`src/shared/kwi_pkg.sv`:
```
/*
   Package for the keypad wake-up interrupt unit: register offsets,
   field positions, reset values and the bus carrier structs.
   Assumes an APB master with 32-bit data and byte addresses.
*/
package kwi_pkg;

   // ------------------------------------------------------------
   // Geometry
   // ------------------------------------------------------------
   localparam int KWI_NUM_INPUTS = 5;                 // Keypad inputs
   localparam int KWI_ADDR_W     = 12;                // APB address width

   // ------------------------------------------------------------
   // Register map (byte addresses)
   // ------------------------------------------------------------
   localparam logic [11:0] KWI_OFF_STATUS_CONTROL = 12'h000; // Status/control
   localparam logic [11:0] KWI_OFF_INPUT_ENABLE   = 12'h004; // Enable bits
   localparam logic [11:0] KWI_OFF_BREAK_CONTROL  = 12'h008; // Break-clear enable
   localparam logic [11:0] KWI_OFF_VECTOR_ADDR    = 12'h00C; // Vector location

   // ------------------------------------------------------------
   // Status/control field positions
   // ------------------------------------------------------------
   localparam int KWI_BIT_SENSITIVITY = 0;            // 1 = edge plus level
   localparam int KWI_BIT_MASK        = 1;            // 1 = request masked
   localparam int KWI_BIT_ACK         = 2;            // Write-only acknowledge
   localparam int KWI_BIT_PENDING     = 3;            // Read-only pending flag
   localparam int KWI_BIT_BRK_CLEAR   = 0;            // Break-clear enable

   // ------------------------------------------------------------
   // Constants
   // ------------------------------------------------------------
   localparam logic [31:0] KWI_ZERO_WORD   = 32'h0000_0000;
   localparam logic [15:0] KWI_VECTOR_HIGH = 16'hFFD2;  // Vector high byte address
   localparam logic [15:0] KWI_VECTOR_LOW  = 16'hFFD3;  // Vector low byte address
   localparam logic [4:0]  KWI_ENABLE_RST  = 5'h00;
   localparam logic [4:0]  KWI_ALL_HIGH    = 5'h1F;

   // ------------------------------------------------------------
   // Carriers
   // ------------------------------------------------------------
   typedef struct packed {
      logic        psel;
      logic        penable;
      logic        pwrite;
      logic [11:0] paddr;
      logic [31:0] pwdata;
   } kwi_apb_req_t;

   typedef struct packed {
      logic        pready;
      logic        pslverr;
      logic [31:0] prdata;
   } kwi_apb_rsp_t;

   typedef struct packed {
      logic       irq;                                // Request to processor
      logic       wake;                               // Wake from wait/stop
      logic [4:0] pullup_en;                          // Pull-up per pin
      logic [4:0] force_input;                        // Direction override
   } kwi_pin_ctl_t;

endpackage

```
`src/core/kwi_unit.sv`:
```
/*
   Keypad wake-up interrupt unit: five active-low inputs latch one shared
   request, gated by a mask, cleared by acknowledge write or vector fetch.
   Assumes pins arrive asynchronously, an APB master on clk_sys, and a
   processor that pulses vector_fetch when it fetches this unit's vector.
*/
// Our own choices: the APB register port and the placing of the registers.
//
// How it works
// - Five inputs, each with its own enable
// - Enable bit forces input and pull-up on
// - Latch when enabled pins fall from all-high
// - Edge mode: no latch if another low
// - Level mode: holds until ack and all high
// - Vector fetch acknowledges the request
// - Ack write clears; ack reads zero
// - Falling edge after ack latches again
// - Unmasked pending request steers to FFD2/FFD3
// - Edge mode: ack clears immediately
// - Reset clears request and sensitivity bit
// - Pending flag ignores mask, reset clears
// - Enable overrides direction; read needs direction zero
// - Mask bit blocks request; reset clears
// - Sensitivity one: edges plus low levels
// - Status bits seven to four read zero
// - Enable bits gate inputs; reset clears
// - Active in wait, unmasked request wakes
// - Active in stop, unmasked request wakes
// - Break blocks ack unless break-clear enabled
`timescale 1ns/1ps
module kwi_unit
   import kwi_pkg::*;
#(
   parameter int NUM_INPUTS = kwi_pkg::KWI_NUM_INPUTS
)
(
   // Clock and reset
   input  wire logic                   clk_sys,
   input  wire logic                   rst_n,
   // APB slave
   input  wire kwi_pkg::kwi_apb_req_t  apb_req,
   output      kwi_pkg::kwi_apb_rsp_t  apb_rsp,
   // Keypad pins, active low, asynchronous
   input  wire logic [4:0]             keypad_input_pin,
   // Processor side
   input  wire logic                   vector_fetch,
   input  wire logic                   break_state,
   output      logic [15:0]            vector_address,
   // Pin control and interrupt
   output      kwi_pkg::kwi_pin_ctl_t  pin_ctl
);
   import kwi_pkg::*;

   // ------------------------------------------------------------
   // Elaboration check
   // ------------------------------------------------------------
   // The register layout is fixed at five enable bits
   if (NUM_INPUTS != KWI_NUM_INPUTS)
   begin : g_bad_width
      $error("kwi_unit supports exactly five inputs");
   end

   // ------------------------------------------------------------
   // State
   // ------------------------------------------------------------
   typedef struct packed {
      logic [4:0]   sync1;                             // First sync stage
      logic [4:0]   sync2;                             // Second sync stage
      logic [4:0]   prev;                              // Last gated sample
      logic [4:0]   input_enable_bits;                 // Enable register
      logic         sensitivity_select;                // Edge/level mode
      logic         request_mask;                      // Mask bit
      logic         break_clear_enable;                // Ack allowed in break
      logic         latch;                             // Shared request latch
      logic         acked;                             // Ack seen in level mode
      kwi_apb_rsp_t rsp;                               // Bus answer
      kwi_pin_ctl_t ctl;                               // Registered pin outputs
      logic [15:0]  vec;                               // Vector to processor
   } kwi_state_t;

   kwi_state_t st;                                     // Registered state
   kwi_state_t next_st;                                // Next state

   // Decoded bus strobes; writes take effect in the access phase
   logic       wr_access;
   logic       rd_setup;
   logic [4:0] low_enabled;                            // Enabled pins now low
   logic       any_low;                                // Any enabled pin low
   logic       fall;                                   // New falling activity
   logic       ack;                                    // Effective acknowledge

   // ------------------------------------------------------------
   // Combinational next state
   // ------------------------------------------------------------
   always_comb
   begin
      next_st = st;
      // Two-stage synchroniser; only sync2 feeds logic
      next_st.sync1 = keypad_input_pin;
      next_st.sync2 = st.sync1;

      wr_access = apb_req.psel && apb_req.penable && apb_req.pwrite;
      rd_setup  = apb_req.psel && !apb_req.penable && !apb_req.pwrite;

      // Disabled pins look high, so they neither trigger nor hold
      low_enabled = ~st.sync2 & st.input_enable_bits;
      any_low     = |low_enabled;
      // In edge mode, latch only when pins go low after all were high
      fall = any_low && ((st.prev | ~st.input_enable_bits) == KWI_ALL_HIGH);
      // In edge mode an already-low pin hides others' edges; prev tracks it
      next_st.prev = st.sync2 | ~st.input_enable_bits;

      // Ack from software write or vector fetch, gated in break
      ack = (vector_fetch
             || (wr_access && apb_req.paddr == KWI_OFF_STATUS_CONTROL
                 && apb_req.pwdata[KWI_BIT_ACK]))
            && (!break_state || st.break_clear_enable);

      // Request latch; a new edge wins over an acknowledge
      if (st.sensitivity_select)
      begin
         // Level mode: clears once ack and all-high both seen
         if (fall)
         begin
            next_st.latch = 1'b1;
            next_st.acked = 1'b0;
         end
         else if (st.latch)
         begin
            next_st.acked = st.acked || ack;
            if ((st.acked || ack) && !any_low)
            begin
               next_st.latch = 1'b0;
               next_st.acked = 1'b0;
            end
         end
         else if (any_low)
         begin
            next_st.latch = 1'b1;
         end
      end
      else
      begin
         // Edge mode: ack clears at once regardless of levels
         next_st.acked = 1'b0;
         if (fall)
         begin
            next_st.latch = 1'b1;
         end
         else if (ack)
         begin
            next_st.latch = 1'b0;
         end
      end

      // Register writes
      if (wr_access)
      begin
         if (apb_req.paddr == KWI_OFF_STATUS_CONTROL)
         begin
            next_st.sensitivity_select = apb_req.pwdata[KWI_BIT_SENSITIVITY];
            next_st.request_mask       = apb_req.pwdata[KWI_BIT_MASK];
         end
         else if (apb_req.paddr == KWI_OFF_INPUT_ENABLE)
         begin
            next_st.input_enable_bits = apb_req.pwdata[4:0];
         end
         else if (apb_req.paddr == KWI_OFF_BREAK_CONTROL)
         begin
            next_st.break_clear_enable = apb_req.pwdata[KWI_BIT_BRK_CLEAR];
         end
      end

      // Bus answer: zero wait states, unmapped reads zero with error
      next_st.rsp.pready  = apb_req.psel && !apb_req.penable;
      next_st.rsp.pslverr = 1'b0;
      next_st.rsp.prdata  = KWI_ZERO_WORD;
      if (apb_req.psel && !apb_req.penable)
      begin
         if (apb_req.paddr == KWI_OFF_STATUS_CONTROL)
         begin
            // Ack reads zero; upper bits zero
            next_st.rsp.prdata[KWI_BIT_SENSITIVITY] = st.sensitivity_select;
            next_st.rsp.prdata[KWI_BIT_MASK]        = st.request_mask;
            next_st.rsp.prdata[KWI_BIT_PENDING]     = st.latch;
         end
         else if (apb_req.paddr == KWI_OFF_INPUT_ENABLE)
         begin
            next_st.rsp.prdata[4:0] = st.input_enable_bits;
         end
         else if (apb_req.paddr == KWI_OFF_BREAK_CONTROL)
         begin
            next_st.rsp.prdata[KWI_BIT_BRK_CLEAR] = st.break_clear_enable;
         end
         else if (apb_req.paddr == KWI_OFF_VECTOR_ADDR)
         begin
            next_st.rsp.prdata[15:0] = KWI_VECTOR_HIGH;
         end
         else
         begin
            next_st.rsp.pslverr = rd_setup || apb_req.pwrite;
         end
      end

      // Outputs to processor and port
      next_st.ctl.irq         = next_st.latch && !next_st.request_mask;
      next_st.ctl.wake        = next_st.ctl.irq;
      next_st.ctl.pullup_en   = next_st.input_enable_bits;
      next_st.ctl.force_input = next_st.input_enable_bits;
      next_st.vec             = next_st.ctl.irq ? KWI_VECTOR_HIGH : 16'h0000;
   end

   // ------------------------------------------------------------
   // State register
   // ------------------------------------------------------------
   always_ff @(posedge clk_sys or negedge rst_n)
   begin
      if (!rst_n)
      begin
         // Reset clears request, mode, mask and enables
         st <= '0;
         st.sync1 <= KWI_ALL_HIGH;
         st.sync2 <= KWI_ALL_HIGH;
         st.prev  <= KWI_ALL_HIGH;
      end
      else
      begin
         st <= next_st;
      end
   end

   assign apb_rsp        = st.rsp;
   assign pin_ctl        = st.ctl;
   assign vector_address = st.vec;

   // ------------------------------------------------------------
   // Assertions
   // ------------------------------------------------------------
   a_irq_gating : assert property (@(posedge clk_sys) disable iff (!rst_n)
      pin_ctl.irq == (st.latch && !st.request_mask))
      else $error("irq does not follow latch and mask");

   a_edge_ack_clr : assert property (@(posedge clk_sys) disable iff (!rst_n)
      (!st.sensitivity_select && ack && !fall && !wr_access) |=> !st.latch)
      else $error("edge-mode ack did not clear request");

   a_level_hold : assert property (@(posedge clk_sys) disable iff (!rst_n)
      (st.sensitivity_select && st.latch && any_low && !wr_access) |=> st.latch)
      else $error("level-mode request dropped while pin low");

   a_fall_latch : assert property (@(posedge clk_sys) disable iff (!rst_n)
      (fall && !wr_access) |=> st.latch)
      else $error("falling edge did not latch request");

   a_pullup_en : assert property (@(posedge clk_sys) disable iff (!rst_n)
      pin_ctl.pullup_en == st.input_enable_bits)
      else $error("pull-up not tied to enable");

   a_break_block : assert property (@(posedge clk_sys) disable iff (!rst_n)
      (break_state && !st.break_clear_enable) |-> !ack)
      else $error("ack acted during protected break");

   a_vector_out : assert property (@(posedge clk_sys) disable iff (!rst_n)
      pin_ctl.irq |-> vector_address == KWI_VECTOR_HIGH)
      else $error("vector not presented");

   a_apb_ready : assert property (@(posedge clk_sys) disable iff (!rst_n)
      (apb_req.psel && !apb_req.penable) |=> apb_rsp.pready)
      else $error("apb answer late");

endmodule

```
`config.mk`:
```
export PLATFORM = sky130hd
export DESIGN_NAME = kwi_unit
export DESIGN_NICKNAME = d
export VERILOG_FILES = /design/src/shared/kwi_pkg.sv /design/src/core/kwi_unit.sv
export SDC_FILE = /design/constraint.sdc
export NUM_CORES = 1
export LEC_CHECK = 0
export BUFFER_PORTS_ARGS = -buffer_cell sky130_fd_sc_hd__buf_2
export CAP_MARGIN = 30
export CORE_ASPECT_RATIO = 1.75
export CORE_MARGIN = 1
export CORE_UTILIZATION = 42
export DETAILED_ROUTE_END_ITERATION = 12
export GPL_TIMING_DRIVEN = 1
export PLACE_DENSITY = 0.78
export SYNTH_ARGS = -nofsm -noshare
export SYNTH_HDL_FRONTEND = slang
export SYNTH_SLANG_ARGS = --single-unit
```
`constraint.sdc`:
```
create_clock -name clk_sys -period 1.9 [get_ports clk_sys]
set_input_delay 0.38 -clock clk_sys [delete_from_list [all_inputs] [get_ports clk_sys]]
set_output_delay 0.38 -clock clk_sys [all_outputs]
set_load 0.02 [all_outputs]
```
==> results_dict.tcl, run 1 <==
set metrics [dict create \
    ys_seq_area_share_pct 48.1 \
    max_freq_mhz 565 \
    worstMarginPinSlew_ns 0.698 \
    post-cts-setup-buffers 0 \
    fin_area_um2 1940 \
    synth_common_cells "buf_4 (62), dfrtp_1 (19), dfstp_2 (15)" \
    vias_per_cell 4.52 \
    grt.busiest_layer "met2" \
    grt_usage_pct 13.6 \
    whs_ns 0.142 \
    htreeDepth 2 \
    met3_usage_pct 4.30 \
    drt_first_iter_violations 20 \
    peakVddDrop_mv 0.737 \
    cp_top_family "simple AND/OR/NAND/NOR gates" \
    required_ns 2.12 \
    synth.most_common_cell "buf_4" \
    synth_cell_type_count 35 \
    rsz0062_at_grt "no" \
    async_reset_ff_share_pct 100 \
    slowest_delay_ns 0.38 \
    diodes 0 \
    die-width_um 51.6 \
    fillers 400 \
    yosys-top-cells-area "dfrtp_1 (26%), buf_4 (26%), dfstp_2 (22%)" \
    cp_slowest_cell "nor4_1" \
    cts.hold.buffers_added 0 \
    ios 118 \
    cp-start-kind "input pin" \
    critPathMaxFanout 3 \
    cts_buffers 5 \
    layout_min_cycle_time_ns 1.77 \
    maxSlewViolCount 0 \
    placed_area_um2 1850 \
    wirelength_mm 2.77 \
    num_rows 31 \
    nets 255 \
    path_class "in -> reg" \
    worstPathCellList "buf_2 -> nor4_1 -> nand3_1 -> buf_4 -> or2_1 -> mux2_4 -> nor2b_4" \
    clk_path_buf_depth 2 \
    tns_ns 0 \
    num_vias 1125 \
    route.detailed.drc 0 \
    syn_inst 162 \
    wl_per_cell_um 11.1 \
    hpwl_mm 2.20 \
    hp-class "in -> async" \
    place.gp.congestion 0.813 \
    root_buffer "clkbuf_8" \
    critPathArrivalTime_ns 1.99 \
    grtUsageMet1_pct 11.3 \
    timing.final.crit_share_pct 93.2 \
    synth_top_area_share_pct 26.3 \
    final-setup-viol-count 0 \
    drv_cap 0 \
    ys.warnings.count 0 \
    grt_pass1_wl_mm 4.37 \
    pwr_density_cell_nw_per_um2 720 \
    firstDrtPassIters 3 \
    slew-limit-headroom_pct 53.5 \
    skew_ns 0.0105 \
    status "finished, final reports clean" \
    coreArea_um2 4110 \
    grt_pass1_vias 1024 \
    synthFlopType "dfrtp_1" \
    p_total_mw 1.40 \
    cts.repair.resized 0 \
    pre_cts_ws_ns -0.160 \
    antenna_found_initial 0 \
    cts.clk_slew.worst_paths_ns 0.07 \
    hold_violations 0 \
    synth.avg_cell_area_um2 11.2 \
    areaGrowthSynthToFinish_pct 7.62 \
    grtUsageMet2_pct 25.1 \
    start_util_pct 43.9 \
    fin_ws_ns 0.129 \
    grt_remaining_overflow 0 \
    cts_sinks 34 \
    clock_latency_ns 0.28 \
    drive_above_1_share_pct 56.0 \
    path_buf_inv 2 \
    synth_edf_count 0 \
    cts_tree "yes" \
    yosys.area.top_type "dfrtp_1" \
    drtAntennaViolNets 0 \
    p_leak_nw 1.11 \
    dieArea_um2 4580 \
    critPathCaptureType "register" \
    grt_max_degree 35 \
    portBuffers 69 \
    syn_area_um2 1810 \
    synth-seq-cells 34 \
    die_h_um 88.8 \
]
==> cells in the final DEF, fill, tap and decap left out, drive strengths merged, types with 2 or more instances in the layout <==
cell type / n
nor2: 5
and3: 2
buf: 74
mux2: 8
nand2b: 8
inv: 6
nor4: 2
nand3b: 2
nand2: 4
clkbuf: 7
conb: 21
nand3: 5
dfrtp: 19
a21oi: 2
mux2i: 2
dfstp: 15
==> routing by layer <==
| metal | part of all wire (%) | vias up | routed length (µm) |
|---|---|---|---|
| met5 | 0 | - | 0 |
| met4 | 5.0 | 0 | 140 |
| met3 | 6.8 | 11 | 189 |
| met2 | 57 | 61 | 1570 |
| met1 | 32 | 528 | 876 |
| li1 | - | 525 | - |
==> sequential cells by signal (all words and copies together), names as in the netlist <==
register and cells:
st 15, vector_address 1, next_st 5, pin_ctl 5, apb_rsp 8
==> logic make-up (layout without fill, tap and decap cells) <==
family	count (synthesis)	count (layout)	synth area share, %
other	1	21	0.208
buffers and inverters	70	88	27.4
AO/OA/AOI/OAI	10	10	4.43
AND/OR/NAND/NOR	37	37	13.5
multiplexers	10	10	6.30
flip-flops	34	34	48.1
==> layout make-up <==
type,count,area [µm²],share of cell area (%)
Multi-Input combinational cell,78,517,26.6
Inverter,6,22.5,1.16
Sequential cell,34,870,44.7
Timing Repair Buffer,74,383,19.7
Clock buffer,7,86.3,4.44
Tap cell,49,61.3,3.15
Clock inverter,1,5.00,0.257
==> final timing paths <==
kind                                     start                 end  slack, ns  cells after the start
max                                apb_req[37]  vector_address[14]       0.13                      7
min                                      rst_n  vector_address[14]       0.14                      1
max reg2reg                             st[74]              st[62]       0.33                      5
min reg2reg                        next_st[81]              st[81]       0.35                      0
max in group asynchronous                rst_n         apb_rsp[32]       1.31                      1
min in group clk_sys       keypad_input_pin[1]         next_st[78]       0.19                      1
==> power by group <==
part / total, mW / switching [mW] / leakage, nW / internal [mW]
combinational: 0.123 / 0.0846 / 0.645 / 0.0384
clock: 0.527 / 0.235 / 0.0482 / 0.292
sequential: 0.750 / 0.00368 / 0.421 / 0.747
total: 1.40 / 0.324 / 1.11 / 1.08
==> per-stage QoR <==
stage	instances	util, %
3_5_place_dp	241	45.1
3_3_place_gp	241	45.1
6_report	249	47.3
5_1_grt	249	47.3
2_1_floorplan	182	-
4_1_cts	249	47.3
No activity file was read; power rests on OpenSTA's default activity.
==> run 2, diff against run 1 <==
--- a/config.mk
+++ b/config.mk
@@ -13,6 +13,7 @@
 export DETAILED_ROUTE_END_ITERATION = 12
 export GPL_TIMING_DRIVEN = 1
 export PLACE_DENSITY = 0.78
+export RECOVER_POWER = 100
 export SYNTH_ARGS = -nofsm -noshare
 export SYNTH_HDL_FRONTEND = slang
 export SYNTH_SLANG_ARGS = --single-unit
==> run 2 against run 1 <==
Clock skew up 0.00063 ns. Design area shrank 3.5%. Global-route usage unchanged. Flip-flop and latch count unchanged. Maximum frequency decreased by 0.87%. Via count fell by 0.62%. Sequential power hardly changed. Clock power is essentially flat. Sequential share of layout area rose by 1.6 points. Total power down 0.13%.
==> results_dict.tcl, run 2 (synthesis results as in run 1) <==
set metrics [dict create \
    ios 118 \
    start_util_pct 43.9 \
    drive_above_1_share_pct 34.0 \
    drt_first_iter_violations 13 \
    required_ns 2.07 \
    grt_pass1_wl_mm 4.37 \
    critPathArrivalTime_ns 1.95 \
    firstDrtPassIters 3 \
    route.detailed.drc 0 \
    wirelength_mm 2.81 \
    path_class "in -> reg" \
    fin_util_pct 45.6 \
    root_buffer "clkbuf_8" \
    clock_latency_ns 0.28 \
    portBuffers 69 \
    stdcell_count 249 \
    hpwl_mm 2.20 \
    maxSlewViolCount 0 \
    clk_path_buf_depth 2 \
    grt_usage_pct 13.6 \
    grt_pass1_vias 1024 \
    whs_ns 0.142 \
    layout_common_cells "clkbuf_1 (43), buf_2 (27), conb_1 (21)" \
    hp-class "in -> async" \
    skew_ns 0.0112 \
    cts_buffers 5 \
    htreeDepth 2 \
    cts.repair.resized 0 \
    wl_per_cell_um 11.3 \
    cp-start-kind "input pin" \
    place.gp.congestion 0.813 \
    areaGrowthSynthToFinish_pct 3.81 \
    layout_min_cycle_time_ns 1.79 \
    cts.clk_slew.worst_paths_ns 0.07 \
    status "finished, final reports clean" \
    max_freq_mhz 560 \
    cts_sinks 34 \
    top_register "st" \
    rsz0062_at_grt "no" \
    critPathMaxFanout 5 \
    tns_ns 0 \
    critPathCaptureType "register" \
    pwr_density_cell_nw_per_um2 746 \
    die-width_um 51.6 \
    final-setup-viol-count 0 \
    num_vias 1118 \
    cts.hold.buffers_added 0 \
    post-cts-setup-buffers 0 \
    dieArea_um2 4580 \
    p_leak_nw 0.918 \
    peakVddDrop_mv 0.740 \
    drv_cap 0 \
    antenna_found_initial 0 \
    timing.final.crit_share_pct 94.0 \
    grt.busiest_layer "met2" \
    met3_usage_pct 4.30 \
    grt_max_degree 35 \
    nets 255 \
    grtUsageMet2_pct 25.1 \
    final_common_cell "clkbuf_1" \
    worstMarginPinSlew_ns 0.699 \
    diodes 0 \
    vias_per_cell 4.49 \
    p_total_mw 1.40 \
    coreArea_um2 4110 \
    largest_register_ffs 15 \
    grt_remaining_overflow 0 \
    slew-limit-headroom_pct 53.4 \
    hold_violations 0 \
    drtAntennaViolNets 0 \
    grtUsageMet1_pct 11.3 \
    num_rows 31 \
    dp_cells 241 \
    die_h_um 88.8 \
    cts_tree "yes" \
]
-- run 2: changes by cell type in the layout (fill, tap and decap cells not counted) --
cell,delta
a32o_2,-1
buf_2,-42
or2_1,-1
nor4b_1,+1
clkbuf_1,+42
clkbuf_4,+1
buf_4,-1
nor4b_4,-1
or2_0,+1
a32o_1,+1
-- run 2: final timing paths --
path,from,end,slack (ns),depth (start not counted)
worst min-delay path,rst_n,vector_address[14],0.14,1
max in group asynchronous,rst_n,apb_rsp[32],1.31,1
worst max register to register,st[74],vector_address[14],0.31,5
worst min register to register,next_st[81],st[81],0.35,0
worst max-delay path,apb_req[37],pin_ctl[0],0.11,6
min in group clk_sys,keypad_input_pin[1],next_st[78],0.19,1
-- run 2: metal layers --
metal  vias up  wire [µm]  part of all wire [%]
met5         -          0                     0
met4         0        140                   5.0
met3        11        204                   7.3
met2        59       1570                    56
met1       522        891                    32
li1        526          -                     -
-- run 2: final cells by class --
| class | count | area (µm²) |
|---|---|---|
| fill | 426 | 2240 |
| sequential | 34 | 870 |
| clock buffer | 7 | 86.3 |
| clock inverter | 1 | 5.00 |
| multi-input combinational | 78 | 500 |
| inverter | 6 | 22.5 |
| tap | 49 | 61.3 |
| timing repair buffer | 74 | 330 |
-- run 2: worst max-delay path, cell delays in order --
cell     delay, ns
buf_2         0.09
nor4_1        0.37
nand3_1       0.19
nor4b_1       0.36
buf_4         0.23
mux2_2        0.33
-- run 2: through the flow --
| stage | setup WS, ns | area [µm²] |
|---|---|---|
| global route | 0.0556 | 1880 |
| global placement | -0.103 | 1850 |
| CTS | 0.143 | 1940 |
| floorplan | 0.141 | 1880 |
| finish | 0.113 | 1880 |
| detailed placement | -0.160 | 1850 |
-- run 2: power by group --
group / switching, mW / total [mW] / internal [mW]
combinational: 0.0835 / 0.119 / 0.0358
clock: 0.237 / 0.529 / 0.292
sequential: 0.00389 / 0.751 / 0.747
total: 0.324 / 1.40 / 1.07
